===== config.mk =====
export PLATFORM = sky130hd
export DESIGN_NAME = htx_insert
export DESIGN_NICKNAME = d
export VERILOG_FILES = /design/src/rtl/htx_pkg.sv /design/src/rtl/htx_insert.sv
export SDC_FILE = /design/constraint.sdc
export NUM_CORES = 1
export LEC_CHECK = 0
export BUFFER_PORTS_ARGS = -buffer_cell sky130_fd_sc_hd__buf_2
export CAP_MARGIN = 10
export CORE_MARGIN = 2
export CORE_UTILIZATION = 30
export DETAILED_ROUTE_END_ITERATION = 8
export GPL_ROUTABILITY_DRIVEN = 0
export PLACE_DENSITY_LB_ADDON = 0.2
export SLEW_MARGIN = 15
export SYNTH_ARGS = -nofsm -noshare
export SYNTH_HDL_FRONTEND = slang
export SYNTH_SLANG_ARGS = --single-unit

===== constraint.sdc =====
create_clock -name clk -period 6.35 [get_ports clk]
set_input_delay 0.3175 -clock clk [delete_from_list [all_inputs] [get_ports clk]]
set_output_delay 0.3175 -clock clk [all_outputs]
set_load 0.05 [all_outputs]

===== src/rtl/htx_pkg.sv =====
`default_nettype none
package htx_pkg;
  localparam int NTX = 3;
  localparam int AW  = 12;
  // Register indices; byte address is four times the index
  localparam logic [7:0] IDX_FIFO_ST [NTX] = '{8'h80, 8'h81, 8'h82};
  localparam logic [7:0] IDX_EN            = 8'h84;
  localparam logic [7:0] IDX_ASSIGN  [NTX] = '{8'h85, 8'h86, 8'h87};
  localparam logic [7:0] IDX_BITMASK [NTX] = '{8'h88, 8'h89, 8'h8A};
  localparam logic [7:0] IDX_CTRL    [NTX] = '{8'hA7, 8'hA8, 8'hA9};
  localparam logic [7:0] IDX_LEVELS  [NTX] = '{8'hAA, 8'hAB, 8'hAC};
  localparam logic [7:0] IDX_OCTET   [NTX] = '{8'hAD, 8'hAE, 8'hAF};
  localparam logic [7:0] IDX_EVMASK  [NTX] = '{8'hB3, 8'hB4, 8'hB5};
  localparam logic [7:0] IDX_EVFLAG3       = 8'hB8;
  localparam logic [7:0] IDX_EVACK         = 8'hC0;
  localparam logic [7:0] IDX_FORMAT        = 8'hC1;
  // Reset values
  localparam logic [7:0] RST_REG = 8'h00;
  localparam logic [2:0] RST_FMT = 3'h0;
  // Field positions
  localparam int ASG_EVEN   = 7;
  localparam int ASG_ODD    = 6;
  localparam int CTL_PROTO  = 0;
  localparam int CTL_EOM    = 1;
  localparam int FMT_BYPASS = 3;
  localparam int ST_FULL    = 0;
  localparam int ST_EMPTY   = 1;
  localparam int ST_READY   = 2;
  localparam int EV_SPACE   = 0;
  localparam int EV_UNDER   = 1;
  // Stream positions
  localparam logic [4:0] LAST_CH  = 5'h17;
  localparam logic [2:0] DBIT_IDX = 3'h7;
  localparam logic [7:0] FLAG_PAT = 8'h7E;
  localparam logic [2:0] STUFF_RUN = 3'h5;
  typedef enum logic [2:0] {
    FMT_ESF, FMT_SF, FMT_SLC96, FMT_T1DM, FMT_E1
  } htx_fmt_e;
  typedef enum logic {TX_FLAG, TX_DATA} htx_tx_e;
endpackage
`default_nettype wire


===== src/rtl/htx_insert.sv =====
// How it works
// - ESF and T1 DM formats: all three transmitters insert into the stream.
// - SF and SLC-96 formats: only transmitters two and three are usable.
// - E1 mode: all three transmitters are usable for insertion.
// - Transmitter one uses link bit (ESF) or channel 24 D bit (DM), fixed unless framing bypass gives it its slot.
// - Even/odd select bits choose which frame parities get insertion.
// - Five-bit slot field picks the channel or timeslot to write.
// - Eight-bit mask picks which bits of that slot are replaced.
// - A transmitter does nothing unless its own enable bit is one.
// - Protocol select zero (reset value) gives HDLC framing.
// - Framing bypass lets stream reach transmitters with no frame positions.
`timescale 1ns/1ns
`default_nettype none
module htx_insert (
  input  wire logic                  clk,
  input  wire logic                  rst_n,
  input  wire logic                  psel,
  input  wire logic                  penable,
  input  wire logic                  pwrite,
  input  wire logic [htx_pkg::AW-1:0] paddr,
  input  wire logic [31:0]           pwdata,
  output logic      [31:0]           prdata,
  output logic                       pready,
  output logic                       pslverr,
  output logic                       irq,
  input  wire logic                  inValid,
  input  wire logic                  inBit,
  input  wire logic                  frameOdd,
  input  wire logic [4:0]            slotIdx,
  input  wire logic [2:0]            bitIdx,
  input  wire logic                  framingPos,
  input  wire logic                  facilityLinkPos,
  output logic                       outValid,
  output logic                       outBit
);
  import htx_pkg::*;

  //////////////////////////////////////////////////////////////////////////
  logic [7:0]  idx;
  logic        wrAcc;
  logic        setupCyc;
  logic        mapped;
  logic [2:0]  hdlc_tx_enable;
  logic [2:0]  fmtRaw;
  htx_fmt_e    fmt;
  logic        framing_bypass;
  logic [7:0]  channel_slot_pick [NTX];
  logic [7:0]  lane_bit_mask     [NTX];
  logic [7:0]  linkCtrl          [NTX];
  logic [7:0]  fifoLevels        [NTX];
  logic [7:0]  evMask            [NTX];
  logic [1:0]  evFlags           [NTX];
  logic [7:0]  fifoState         [NTX];
  logic [NTX-1:0] sel;
  logic [NTX-1:0] tBit;
  logic [NTX-1:0] spaceEv;
  logic [NTX-1:0] underEv;
  logic [NTX-1:0] irqVec;
  logic [NTX-1:0] wrOct;
  logic        next_outBit;
  logic [31:0] next_prdata;

  assign idx      = paddr[9:2];
  assign wrAcc    = psel && penable && pwrite;
  assign setupCyc = psel && !penable;
  assign fmt      = htx_fmt_e'(fmtRaw);

  //////////////////////////////////////////////////////////////////////////
  // Bus slave

  always_comb begin
    mapped = (paddr[AW-1:10] == '0) && (paddr[1:0] == 2'b00) &&
             (idx == IDX_EN || idx == IDX_EVFLAG3 ||
              idx == IDX_EVACK || idx == IDX_FORMAT);
    for (int i = 0; i < NTX; i++) begin
      if (idx == IDX_FIFO_ST[i] || idx == IDX_ASSIGN[i] ||
          idx == IDX_BITMASK[i] || idx == IDX_CTRL[i] ||
          idx == IDX_LEVELS[i] || idx == IDX_OCTET[i] ||
          idx == IDX_EVMASK[i])
        mapped = (paddr[AW-1:10] == '0) && (paddr[1:0] == 2'b00);
    end
  end

  // Shared offsets read back the event flags; writes load the assignment
  always_comb begin
    next_prdata = 32'h0000_0000;
    for (int i = 0; i < NTX; i++) begin
      if (idx == IDX_FIFO_ST[i]) next_prdata[7:0] = fifoState[i];
      if (idx == IDX_ASSIGN[i])  next_prdata[7:0] = channel_slot_pick[i];
      if (idx == IDX_BITMASK[i]) next_prdata[7:0] = lane_bit_mask[i];
      if (idx == IDX_CTRL[i])    next_prdata[7:0] = linkCtrl[i];
      if (idx == IDX_LEVELS[i])  next_prdata[7:0] = fifoLevels[i];
      if (idx == IDX_EVMASK[i])  next_prdata[7:0] = evMask[i];
    end
    if (idx == IDX_ASSIGN[1])  next_prdata[7:0] = {6'h00, evFlags[0]};
    if (idx == IDX_ASSIGN[2])  next_prdata[7:0] = {6'h00, evFlags[1]};
    if (idx == IDX_EVFLAG3)    next_prdata[7:0] = {6'h00, evFlags[2]};
    if (idx == IDX_EN)         next_prdata[7:0] = {5'h00, hdlc_tx_enable};
    if (idx == IDX_EVACK)
      next_prdata[7:0] = {2'b00, evFlags[2], evFlags[1], evFlags[0]};
    if (idx == IDX_FORMAT)
      next_prdata[7:0] = {4'h0, framing_bypass, fmtRaw};
    if (!mapped) next_prdata = 32'h0000_0000;
  end

  // Read data and error are captured in setup, so access ends at once
  always_ff @(posedge clk or negedge rst_n) begin
    if (!rst_n) begin
      prdata  <= 32'h0000_0000;
      pslverr <= 1'b0;
    end else if (setupCyc) begin
      prdata  <= pwrite ? 32'h0000_0000 : next_prdata;
      pslverr <= !mapped;
    end
  end

  assign pready = 1'b1;

  always_ff @(posedge clk or negedge rst_n) begin
    if (!rst_n) begin
      hdlc_tx_enable <= RST_REG[2:0];
      fmtRaw         <= RST_FMT;
      framing_bypass <= 1'b0;
    end else if (wrAcc && mapped) begin
      if (idx == IDX_EN) hdlc_tx_enable <= pwdata[2:0];
      if (idx == IDX_FORMAT) begin
        fmtRaw         <= pwdata[2:0];
        framing_bypass <= pwdata[FMT_BYPASS];
      end
    end
  end

  //////////////////////////////////////////////////////////////////////////
  // Per-transmitter configuration, engine and events

  for (genvar g = 0; g < NTX; g++) begin : gTx
    htx_tx_e    st;
    logic [7:0] hold;
    logic       holdValid;
    logic       holdEom;
    logic [7:0] shift;
    logic       curEom;
    logic [2:0] cnt;
    logic [2:0] ones;
    logic       proto;
    logic       stuffNow;
    logic       fixedFmt;
    logic       usable;
    logic       fixedHit;
    logic       parityOk;
    logic       progHit;
    logic       lastBit;

    assign wrOct[g] = wrAcc && mapped && idx == IDX_OCTET[g];
    assign proto    = linkCtrl[g][CTL_PROTO];

    always_ff @(posedge clk or negedge rst_n) begin
      if (!rst_n) begin
        channel_slot_pick[g] <= RST_REG;
        lane_bit_mask[g]     <= RST_REG;
        linkCtrl[g]          <= RST_REG;
        fifoLevels[g]        <= RST_REG;
        evMask[g]            <= RST_REG;
      end else begin
        if (wrAcc && mapped) begin
          if (idx == IDX_ASSIGN[g])  channel_slot_pick[g] <= pwdata[7:0];
          if (idx == IDX_BITMASK[g]) lane_bit_mask[g]     <= pwdata[7:0];
          if (idx == IDX_CTRL[g])    linkCtrl[g]          <= pwdata[7:0];
          if (idx == IDX_LEVELS[g])  fifoLevels[g]        <= pwdata[7:0];
          if (idx == IDX_EVMASK[g])  evMask[g]            <= pwdata[7:0];
        end
        // End-of-message is consumed by the octet written after it
        if (wrOct[g] && hdlc_tx_enable[g] && !holdValid)
          linkCtrl[g][CTL_EOM] <= 1'b0;
      end
    end

    // Position match
    // Bypass leaves no link bit, so transmitter one falls back to its slot
    assign fixedFmt = (g == 0) && !framing_bypass &&
                      (fmt == FMT_ESF || fmt == FMT_T1DM);
    assign usable   = !((g == 0) && (fmt == FMT_SF || fmt == FMT_SLC96));
    assign fixedHit = !framing_bypass &&
                      ((fmt == FMT_ESF) ? facilityLinkPos :
                       (slotIdx == LAST_CH && bitIdx == DBIT_IDX &&
                        !framingPos));
    assign parityOk = frameOdd ? channel_slot_pick[g][ASG_ODD]
                               : channel_slot_pick[g][ASG_EVEN];
    // Bypass drops framing positions so every bit is payload
    assign progHit  = parityOk &&
                      slotIdx == channel_slot_pick[g][4:0] &&
                      lane_bit_mask[g][bitIdx] &&
                      (framing_bypass || !framingPos);
    assign sel[g]   = inValid && hdlc_tx_enable[g] && usable &&
                      (fixedFmt ? fixedHit : progHit);

    // Serialiser
    // A run that ends the last octet is stuffed before the closing flag
    assign stuffNow = (st == TX_DATA || cnt == 3'h0) && !proto &&
                      ones == STUFF_RUN;
    assign lastBit  = cnt == 3'h7;
    always_comb begin
      unique case (st)
        TX_FLAG: tBit[g] = FLAG_PAT[cnt];
        TX_DATA: tBit[g] = stuffNow ? 1'b0 : shift[0];
      endcase
    end

    assign spaceEv[g] = sel[g] && lastBit && holdValid && !stuffNow &&
                        (st == TX_FLAG || !curEom);
    assign underEv[g] = sel[g] && st == TX_DATA && lastBit && !stuffNow &&
                        !curEom && !holdValid;

    always_ff @(posedge clk or negedge rst_n) begin
      if (!rst_n) begin
        st        <= TX_FLAG;
        hold      <= 8'h00;
        holdValid <= 1'b0;
        holdEom   <= 1'b0;
        shift     <= 8'h00;
        curEom    <= 1'b0;
        cnt       <= 3'h0;
        ones      <= 3'h0;
      end else if (!hdlc_tx_enable[g]) begin
        st        <= TX_FLAG;
        holdValid <= 1'b0;
        cnt       <= 3'h0;
        ones      <= 3'h0;
      end else begin
        // A full holding register refuses further octets
        if (wrOct[g] && !holdValid) begin
          hold      <= pwdata[7:0];
          holdValid <= 1'b1;
          holdEom   <= linkCtrl[g][CTL_EOM];
        end
        if (sel[g]) begin
          if (stuffNow) begin
            ones <= 3'h0;
          end else begin
            cnt <= 3'(cnt + 3'h1);
            if (st == TX_DATA) begin
              ones  <= shift[0] ? 3'(ones + 3'h1) : 3'h0;
              shift <= {1'b0, shift[7:1]};
            end
            if (lastBit) begin
              if ((st == TX_FLAG || !curEom) && holdValid) begin
                st        <= TX_DATA;
                shift     <= hold;
                curEom    <= holdEom;
                holdValid <= 1'b0;
                // Flag ones do not count; a data run carries over octets
                if (st == TX_FLAG) ones <= 3'h0;
              end else begin
                // Closing flag, or flag fill after an underrun
                st <= TX_FLAG;
              end
            end
          end
        end
      end
    end

    always_comb begin
      fifoState[g]           = 8'h00;
      fifoState[g][ST_FULL]  = holdValid;
      fifoState[g][ST_EMPTY] = !holdValid && st == TX_FLAG;
      fifoState[g][ST_READY] = !holdValid;
    end

    // Set wins over a same-cycle write-one clear
    always_ff @(posedge clk or negedge rst_n) begin
      if (!rst_n) begin
        evFlags[g] <= 2'b00;
      end else begin
        evFlags[g] <= (evFlags[g] &
                       ~((wrAcc && mapped && idx == IDX_EVACK) ?
                         pwdata[2*g +: 2] : 2'b00)) |
                      {underEv[g], spaceEv[g]};
      end
    end

    assign irqVec[g] = |(evFlags[g] & evMask[g][1:0]);
  end

  assign irq = |irqVec;

  //////////////////////////////////////////////////////////////////////////
  // Output stream; lowest-numbered transmitter wins an overlap

  always_comb begin
    next_outBit = inBit;
    for (int i = NTX - 1; i >= 0; i--) begin
      if (sel[i]) next_outBit = tBit[i];
    end
  end

  always_ff @(posedge clk or negedge rst_n) begin
    if (!rst_n) begin
      outValid <= 1'b0;
      outBit   <= 1'b1;
    end else begin
      outValid <= inValid;
      outBit   <= next_outBit;
    end
  end
endmodule // htx_insert
`default_nettype wire


---- Word level (Yosys, flattened, before mapping) ----
Memories as Yosys holds them, arrays and structs flattened.
Cells that the tools add are included.
word-level totals
  memories ................................ 3
  input bits .............................. 62
  latch bits .............................. 0
  register bits after elaboration ......... 246
  ROM bits ................................ 24
  memory bits (writable) .................. 0
  word-level logic and storage cells ...... 441
  output and inout bits ................... 37
memories
  name             words  bits a word  rd ports  clocked after Yosys merged registers in  wr ports  RTL line           RTL
  (no name shown)  8      1            1         0                                        0         htx_insert.sv:204  TX_FLAG: tBit[g] = FLAG_PAT[cnt];
  (no name shown)  8      1            1         0                                        0         htx_insert.sv:204
  (no name shown)  8      1            1         0                                        0         htx_insert.sv:204
cells by class
  muxes and demuxes ....................... 137
  div/mod/pow operators ................... 0
  bitwise logic cells ..................... 18
  magnitude comparators ................... 4
  add/subtract/negate cells ............... 6
  shift operators ......................... 0
  multiply operators ...................... 0
  eq/ne operators ......................... 48
  reductions and logical operators ........ 173
operator list
  operator                                             number
  2-to-1 mux 8 bit                                     31
  == test 8 bit (second input constant)                25
  2-to-1 mux 3 bit                                     34
  logical AND 1 bit                                    78
  2-to-1 mux 1 bit                                     56
  AND reduction 2 bit                                  26
  2-to-1 mux 32 bit                                    1
  logical OR 1 bit                                     30
  == test 3 bit (second input constant)                7
  adder 3 x 1 -> 3 bit (second input constant)         6
  2-to-1 mux 2 bit                                     9
  AND reduction 3 bit                                  6
  zero test 1 bit                                      17
  < comparator 3 x 4 -> 1 bit (second input constant)  4
  == test 5 bit                                        3
  AND reduction 5 bit                                  3
  AND 2 bit                                            6
  zero test 3 bit                                      4
  != test 2 x 1 -> 1 bit (second input constant)       6
  nonzero test 2 bit                                   6
  binary-select mux 1 bit (select 3 bit)               3
  == test 3 x 2 -> 1 bit (second input constant)       2
  != test 2 bit (second input constant)                3
  inverter 1 bit                                       6
  7 further kinds                                      14

---- Logic depth before layout (Yosys ltp) ----
Gate-level depths: netlist (run 1).
  depth after elaboration ................. 26
  gate-level depth with buffers ........... 10

---- Worst setup path before layout (run 1) ----
No wires, ideal clock.
  path kind ............................... input -> register
  from .................................... in paddr[2] (netlist bit)
  to ...................................... reg evMask[10] (netlist bit)
  setup time .............................. 0.125 ns
  data arrival time ....................... 2.310 ns
  setup slack ............................. 3.915 ns
  cell stages on the path ................. 8
  cells stage by stage .................... buf_2 > and2_1 > a21oi_1 > o22ai_4 > o31ai_4 > buf_12 > nor2_8 > mux2_4
on the way
  longest elaborated chain between the ends .. 12
  elaborated cells on any way between the ends .. 52
RTL lines
  item                                    RTL line           RTL
  from (decl)                             htx_insert.sv:20   input wire logic [htx_pkg::AW-1:0] paddr,
  == test 8 bit                           htx_insert.sv:76   if (idx == IDX_FIFO_ST[i] || idx == IDX_ASSIGN[i] ||
  logical OR 1 bit (2 in series)          htx_insert.sv:76
  logical OR 1 bit (2 in series)          htx_insert.sv:77   idx == IDX_BITMASK[i] || idx == IDX_CTRL[i] ||
  logical OR 1 bit (2 in series)          htx_insert.sv:78   idx == IDX_LEVELS[i] || idx == IDX_OCTET[i] ||
  2-to-1 mux 1 bit (3 in series)          htx_insert.sv:76
  logical AND 1 bit                       htx_insert.sv:165  if (wrAcc && mapped) begin
  AND reduction 2 bit (no source line) *  n/a
  to (signal, indexed assignment)         htx_insert.sv:170  if (idx == IDX_EVMASK[g]) evMask[g] <= pwdata[7:0];
  to (decl)                               htx_insert.sv:51   logic [7:0] evMask [NTX];
Every way passes the cells marked *; elsewhere a longest branch is shown, timed or not.
A chain may end at the register's enable or synchronous reset.

---- Worst setup path in the final report (run 1) ----
  from .................................... in paddr[3] (netlist bit)
  to ...................................... reg lane_bit_mask[15] (netlist bit)
on the way
  longest elaborated chain between the ends .. 12
  elaborated cells on any way between the ends .. 52
RTL lines
  item                                    RTL line           RTL
  == test 8 bit                           htx_insert.sv:76
  logical OR 1 bit (2 in series)          htx_insert.sv:76
  logical OR 1 bit (2 in series)          htx_insert.sv:77
  logical OR 1 bit (2 in series)          htx_insert.sv:78
  2-to-1 mux 1 bit (3 in series)          htx_insert.sv:76
  logical AND 1 bit                       htx_insert.sv:165
  AND reduction 2 bit (no source line) *  n/a
  to (signal, indexed assignment)         htx_insert.sv:167  if (idx == IDX_BITMASK[g]) lane_bit_mask[g] <= pwdata[7:0];
  to (decl)                               htx_insert.sv:48   logic [7:0] lane_bit_mask [NTX];
Marks and branches as above.

==> impl_metrics.env, run 1 <==
export IMPL_cp_end_kind="flop"
export IMPL_cp_start_kind="input pin"
export IMPL_syn_to_final_growth_pct=12.35
export IMPL_cts_made_buffers=26
export IMPL_die_area_um2=41850
export IMPL_cts_sinks=220
export IMPL_max_vdd_ir_drop_uv=136.2
export IMPL_drt_pass1_iterations=5
export IMPL_fin_nets=1194
export IMPL_fin_crit_sh_pct=54.79
export IMPL_ys_ff_latch=220
export IMPL_mostFrequentLayoutCells="dfrtp_1 (219), mux2_2 (100), nand2_1 (83)"
export IMPL_vias_per_cell=5.293
export IMPL_fin_worst_skew_ns=0.02908
export IMPL_fin_crit_ns=3.479
export IMPL_cts_tree="done"
export IMPL_critPathTopFamily="simple AND/OR/NAND/NOR gates"
export IMPL_drive_gt1_share_pct=25.88
export IMPL_finalNonFillerCells=1657
export IMPL_core_um2=39730
export IMPL_clk_latency_ns=0.55
export IMPL_grt_total_usage_pct=17.79
export IMPL_crit_buf_inv=2
export IMPL_criticalPathCategory="in -> reg"
export IMPL_setup_tns_ns=0
export IMPL_p_leak_nw=6.255
export IMPL_synth_edf_count=0
export IMPL_n_antenna_cell=0
export IMPL_io_buffer_count=49
export IMPL_io_pins=99
export IMPL_slew_headroom_pct=23.79
export IMPL_max_stage_delay_ns=0.71
export IMPL_p_per_area_nw_per_um2=228.3
export IMPL_ctsResizeCount=0
export IMPL_fmax_ghz=0.2874
export IMPL_ant_nets=0
export IMPL_hold_violations=0
export IMPL_syn_inst=1089
export IMPL_fin_util_pct=34.13
export IMPL_fp_dieH_um=204.6
export IMPL_yosysTopAreaCell="dfrtp_1"
export IMPL_slew_violations=0
export IMPL_std_cell_rows=73
export IMPL_hpwl_um=25390
export IMPL_clockBufferDepth=3
export IMPL_worst_slew_pin_slew_ns=1.139
export IMPL_post_drt_wl_per_cell_um=22.36
export IMPL_synth_main_ff_cell="dfrtp_1"
export IMPL_crit_fanout=26
export IMPL_path_clk_slew_ns=0.06
export IMPL_h_tree_depth=1
export IMPL_cp_data_arrival_time_ns=3.90
export IMPL_grt_pass1_wl_um=56760
export IMPL_start_util_pct=30.38
export IMPL_yosys_top_cells_area="dfrtp_1 (45%), mux2_2 (9.3%), mux2_4 (6.5%), o21ai_0 (2.8%), nand2_1 (2.6%)"
export IMPL_yosysSeqAreaShare_pct=45.63
export IMPL_layout_commonest_cell="dfrtp_1"
export IMPL_grt_max_degree=172
export IMPL_path_cells="buf_2 -> nand2b_1 -> nand3_1 -> a32oi_1 -> o31ai_4 -> buf_4 -> nor2b_1 -> mux2_2"
export IMPL_setup_viol=0
export IMPL_cp_slowest_cell="nand2b_1"
export IMPL_syn_area_um2=12070
export IMPL_initialDrtViolationCount=654
export IMPL_routed_wl_um=37060
export IMPL_power_mw=3.096
export IMPL_cp_required_ns=6.77
export IMPL_synth_async_sr_flop_share_pct=100.0
export IMPL_root_buffer="clkbuf_16"
export IMPL_synth_top_area_share_pct=45.41
export IMPL_status="completed"
export IMPL_grt_overflow_total=0
export IMPL_drc_errors=0
export IMPL_yosysWarnings=0
export IMPL_hp_class="in -> reg"
export IMPL_syn_avg_cell_area_um2=11.08
export IMPL_antenna_found_initial=0
export IMPL_vias=8770
export IMPL_ys_types=88
export IMPL_rsz0062_at_grt="false"
export IMPL_drv_cap=0
export IMPL_dp_cells=1609
export IMPL_grt_pass1_vias=8736
export IMPL_die_w_um=204.6
export IMPL_hold_worst_slack_ns=0.2004
-- routing by layer --
| metal | GRT usage (%) | part of all wire, % |
|---|---|---|
| met1 | 25.77 | 47 |
| met2 | 27.52 | 45 |
| met3 | 2.991 | 5.1 |
| met4 | 4.348 | 2.1 |
| met5 | 0 | 0 |
-- synthesized netlist by cell type (7+ instances only) --
cell type,count
nand4_1,12
o31ai_1,7
a31oi_1,10
a21oi_1,41
clkbuf_1,37
nor2b_1,12
dfrtp_1,219
a21o_1,9
nand3_1,21
nand2_1,83
mux2_4,52
xor2_1,7
inv_1,19
ha_1,18
a22oi_1,11
a32oi_1,7
o21ai_0,68
and3_1,8
buf_2,14
o211ai_1,7
nor3_1,18
o22ai_1,7
nor4_1,7
mux2i_1,10
mux2_2,100
a221oi_1,8
buf_4,26
nor2_1,78
nand2b_1,15
nand3b_1,23
xnor2_1,9
-- through the flow --
| stage | area, µm² | setup WS (ns) |
|---|---|---|
| floorplan | 12160 | 3.915 |
| global placement | 12690 | 2.470 |
| detailed placement | 12690 | 2.469 |
| CTS | 13550 | 3.028 |
| global route | 13560 | 2.753 |
| finish | 13560 | 2.871 |
-- cell families (layout without fill, tap and decap cells) --
kind of cell	after synthesis	count (layout)	share of synthesized area (%)
adders and majority gates	18	18	1.866
muxes	168	168	17.75
buffers and inverters	104	124	4.385
xor gates and xnor gates	16	16	1.161
other	2	25	0.06223
and+or+nand+nor	332	332	16.26
AOI/OAI and AO/OA	229	229	12.90
DFF	220	220	45.63
-- layout make-up --
type,count,area [µm²]
clock buffers,38,757.0
clock inverters,8,93.84
fillers,4004,26170
inverters,19,71.32
multi-input cells,788,6126
flip-flops and latches,220,5507
well taps,525,656.9
repair buffers,59,347.8
-- state kept, by name (all words and copies together), names as in the netlist, 6 cells and up --
name and flops:
gTx.shift 24, gTx.ones 9, gTx.cnt 9, prdata 8
evMask 24, fifoLevels 24, lane_bit_mask 24, gTx.hold 24
channel_slot_pick 22, evFlags 6, linkCtrl 21
-- power breakdown --
group	internal, mW	total [mW]	switching (mW)
clock	0.903	1.51	0.603
sequential	1.40	1.40	0.000868
combinational	0.0330	0.186	0.153
total	2.34	3.10	0.756
-- path summary, 6_finish.rpt --
| check | startpoint | end | slack, ns | cells past startpoint |
|---|---|---|---|---|
| setup / recovery | paddr[3] | lane_bit_mask[15]$_DFFE_PN0P_ | 2.87 | 8 |
| hold / removal | paddr[0] | pslverr$_DFFE_PN0P_ | 0.20 | 4 |
| setup reg to reg | lane_bit_mask[5]$_DFFE_PN0P_ | gTx[2].shift[7]$_DFFE_PN0P_ | 3.50 | 7 |
| hold reg to reg | prdata[7]$_DFFE_PN0P_ | prdata[7]$_DFFE_PN0P_ | 0.49 | 2 |
| max in group asynchronous | rst_n | prdata[4]$_DFFE_PN0P_ | 4.68 | 3 |
| min in group asynchronous | rst_n | channel_slot_pick[12]$_DFFE_PN0P_ | 0.29 | 2 |
-- worst min-delay path: stages --
cell     delay [ns]
buf_2          0.10
nor4_4         0.05
o31ai_1        0.08
mux2_2         0.15
-- repair_timing --
| action | in CTS | in global routing |
|---|---|---|
| setup buffers | 0 | 0 |
| hold buffers | 1 | 1 |
| endpoints found under the hold margin | 48 | 1 |
No activity file was read; power rests on OpenSTA's default activity.
==> run 2: changes to the inputs <==
--- a/config.mk
+++ b/config.mk
@@ -5,6 +5,7 @@
 export SDC_FILE = /design/constraint.sdc
 export NUM_CORES = 1
 export LEC_CHECK = 0
+export ABC_AREA = 1
 export BUFFER_PORTS_ARGS = -buffer_cell sky130_fd_sc_hd__buf_2
 export CAP_MARGIN = 10
 export CORE_MARGIN = 2
==> constraint.sdc (replaced) <==
create_clock -name clk -period 2.95 [get_ports clk]
set_input_delay 0.1475 -clock clk [delete_from_list [all_inputs] [get_ports clk]]
set_output_delay 0.1475 -clock clk [all_outputs]
set_load 0.05 [all_outputs]
==> run 2 against run 1 <==
Sequential share of layout area increased by 0.85 points. Clock skew decreased by 0.011 ns. Core utilization rose by 1.1 points. Cell count up 25%. Largest cell class is now flip-flops and latches.
==> impl_metrics.env, run 2 <==
export IMPL_synth_async_sr_flop_share_pct=100.0
export IMPL_std_cell_rows=71
export IMPL_synth_compound_area_share_pct=15.18
export IMPL_fp_dieH_um=199.9
export IMPL_grt_overflow_total=0
export IMPL_worst_slew_pin_slew_ns=1.131
export IMPL_mostFrequentLayoutCells="nand2_1 (446), dfrtp_1 (219), inv_1 (119)"
export IMPL_cts_made_buffers=27
export IMPL_muxShareOfSynthArea_pct=0.4346
export IMPL_slew_headroom_pct=24.49
export IMPL_grt_total_usage_pct=18.48
export IMPL_synth_top_area_share_pct=47.59
export IMPL_max_vdd_ir_drop_uv=357.5
export IMPL_drv_cap=0
export IMPL_ant_nets=0
export IMPL_grt_pass1_vias=9675
export IMPL_yosysTopAreaCell="dfrtp_1"
export IMPL_drive_gt1_share_pct=11.38
export IMPL_synth_most_common_cell="nand2_1"
export IMPL_hold_violations=0
export IMPL_place_ws_ns=0.1813
export IMPL_vias=10010
export IMPL_cp_start_kind="flop"
export IMPL_synth_main_ff_cell="dfrtp_1"
export IMPL_layout_commonest_cell="nand2_1"
export IMPL_clk_latency_ns=0.55
export IMPL_io_pins=99
export IMPL_layout_setup_ws_ns=0.5681
export IMPL_setup_tns_ns=0
export IMPL_yosysWarnings=0
export IMPL_drc_errors=0
export IMPL_hp_class="in -> reg"
export IMPL_synth_edf_count=0
export IMPL_cp_data_arrival_time_ns=2.82
export IMPL_vias_per_cell=4.843
export IMPL_antenna_found_initial=0
export IMPL_fin_crit_ns=2.382
export IMPL_synthTopCellsByCount="nand2_1 (446), dfrtp_1 (219), inv_1 (119)"
export IMPL_fin_worst_skew_ns=0.01823
export IMPL_clockBufferDepth=3
export IMPL_crit_fanout=3
export IMPL_top_layer="met4"
export IMPL_p_leak_nw=6.448
export IMPL_power_mw=6.452
export IMPL_ys_types=55
export IMPL_initialDrtViolationCount=836
export IMPL_cts_sinks=220
export IMPL_crit_top_cell="inv_1"
export IMPL_seq_area_um2=5507
export IMPL_syn_to_final_growth_pct=15.33
export IMPL_synth_fa_ha_area_share_pct=1.956
export IMPL_p_per_area_nw_per_um2=485.8
export IMPL_drt_met1_wl_um=17230
export IMPL_dp_cells=2014
export IMPL_core_um2=37760
export IMPL_h_tree_depth=1
export IMPL_rsz0062_at_grt="false"
export IMPL_synth_xor_area_share_pct=1.141
export IMPL_io_buffer_count=49
export IMPL_hpwl_um=24940
export IMPL_setup_viol=0
export IMPL_max_stage_delay_ns=0.34
export IMPL_wl_met3_um=1751
export IMPL_path_cells="inv_1 -> nand2_1 -> inv_1 -> nor3_1 -> inv_1 -> a2111oi_0 -> nand2_1 -> nor2_1 -> nand2_1 -> nor2_1 -> inv_1 -> nor2_1 -> inv_1 -> o211a_1"
export IMPL_fin_crit_sh_pct=80.74
export IMPL_die_w_um=199.9
export IMPL_route_met2_wl_um=15540
export IMPL_synth_top_family_by_area="simple AND/OR/NAND/NOR gates"
export IMPL_cp_required_ns=3.38
export IMPL_root_buffer="clkbuf_16"
export IMPL_grt_max_degree=96
export IMPL_multiInputGateArea_um2=5141
export IMPL_fmax_ghz=0.4198
export IMPL_syn_inst=1470
export IMPL_post_drt_wl_per_cell_um=17.18
export IMPL_drt_pass1_iterations=8
export IMPL_status="completed"
export IMPL_n_fill_cell=4058
export IMPL_routed_wl_um=35510
export IMPL_hold_worst_slack_ns=0.07191
export IMPL_finalNonFillerCells=2067
export IMPL_n_antenna_cell=0
export IMPL_cts_tree="done"
export IMPL_yosys_top_cells_area="dfrtp_1 (48%), nand2_1 (15%), o21ai_1 (4.8%), o21ai_0 (4.7%), inv_1 (3.9%)"
export IMPL_slew_violations=0
export IMPL_criticalPathCategory="reg -> reg"
export IMPL_cp_end_kind="flop"
export IMPL_cp_slowest_cell="dfrtp_1"
export IMPL_critPathTopFamily="simple AND/OR/NAND/NOR gates"
export IMPL_yosys_area_share_simple_pct=25.07
export IMPL_die_area_um2=39970
export IMPL_path_clk_slew_ns=0.06
export IMPL_crit_buf_inv=5
export IMPL_start_util_pct=30.50
export IMPL_yosysSeqAreaShare_pct=47.82
export IMPL_syn_area_um2=11520
export IMPL_fin_nets=1623
export IMPL_syn_avg_cell_area_um2=7.834
export IMPL_ys_ff_latch=220
export IMPL_grt_pass1_wl_um=56410
run 2: changes by cell type after synthesis, sizes merged, moves of 22 or more:
cell,delta
nand3,+59
mux2,-152
inv,+119
o21ai,+152
nand3b,-22
nand2,+381
run 2: per-stage QoR:
step | instance area, µm² | util (%)
4_1_cts | 13280 | 35.18
3_3_place_gp | 12390 | 32.82
2_1_floorplan | 11600 | -
5_1_grt | 13280 | 35.18
6_report | 13280 | 35.18
3_5_place_dp | 12390 | 32.82
run 2: path summary, 6_finish.rpt:
| kind | start | depth (start not counted) | slack, ns | end |
|---|---|---|---|---|
| worst min register to register | gTx[0].hold[3]$_DFFE_PN0P_ | 2 | 0.47 | gTx[0].hold[3]$_DFFE_PN0P_ |
| worst min-delay path | psel | 5 | 0.07 | pslverr$_DFFE_PN0P_ |
| worst max register to register | framing_bypass$_DFFE_PN0P_ | 14 | 0.57 | gTx[1].holdValid$_DFF_PN0_ |
| max in group asynchronous | rst_n | 3 | 1.97 | outBit$_DFF_PN1_ |
| worst max-delay path | framing_bypass$_DFFE_PN0P_ | 14 | 0.57 | gTx[1].holdValid$_DFF_PN0_ |
| min in group asynchronous | rst_n | 2 | 0.10 | linkCtrl[4]$_DFFE_PN0P_ |
run 2: worst register-to-register path, cell delays in order, from the launching register on:
cell and delay [ns]:
dfrtp_1 0.34, inv_1 0.09, nand2_1 0.10, inv_1 0.06
nor3_1 0.18, inv_1 0.08, a2111oi_0 0.30, nand2_1 0.10
nor2_1 0.24, nand2_1 0.08, nor2_1 0.14, inv_1 0.07
nor2_1 0.20, inv_1 0.15, o211a_1 0.13
run 2: logic make-up after synthesis:
logic type | count (synthesis)
fa+ha+maj | 18
other cells | 2
compound gates | 314
xor+xnor | 15
buf+inv | 218
simple gates | 678
flops | 220
mux | 5
run 2: area by class of cell:
type | instances | area share, %
Clock buffer | 42 | 5.888
Inverter | 139 | 3.928
Multi-Input combinational cell | 1055 | 38.71
Sequential cell | 220 | 41.46
Tap cell | 511 | 4.814
Timing Repair Buffer | 100 | 5.200
run 2: metal layers:
| layer | vias up | global-route usage [%] |
|---|---|---|
| li1 | 4923 | - |
| met1 | 4750 | 26.87 |
| met2 | 263 | 28.64 |
| met3 | 74 | 2.604 |
| met4 | 0 | 5.213 |
| met5 | - | 0 |
run 2: what timing repair did:
| item | in CTS | in global routing |
|---|---|---|
| setup buffers | 0 | 0 |
| resized for setup | 0 | 0 |
| endpoints found under the hold margin | 124 | 0 |
| hold buffers | 11 | 0 |
run 2: power breakdown:
group | leakage [nW] | switching (mW) | total, mW | internal (mW)
Combinational | 3.01 | 0.308 | 0.380 | 0.0727
Clock | 0.380 | 1.26 | 3.05 | 1.78
Sequential | 3.06 | 0.000648 | 3.02 | 3.02
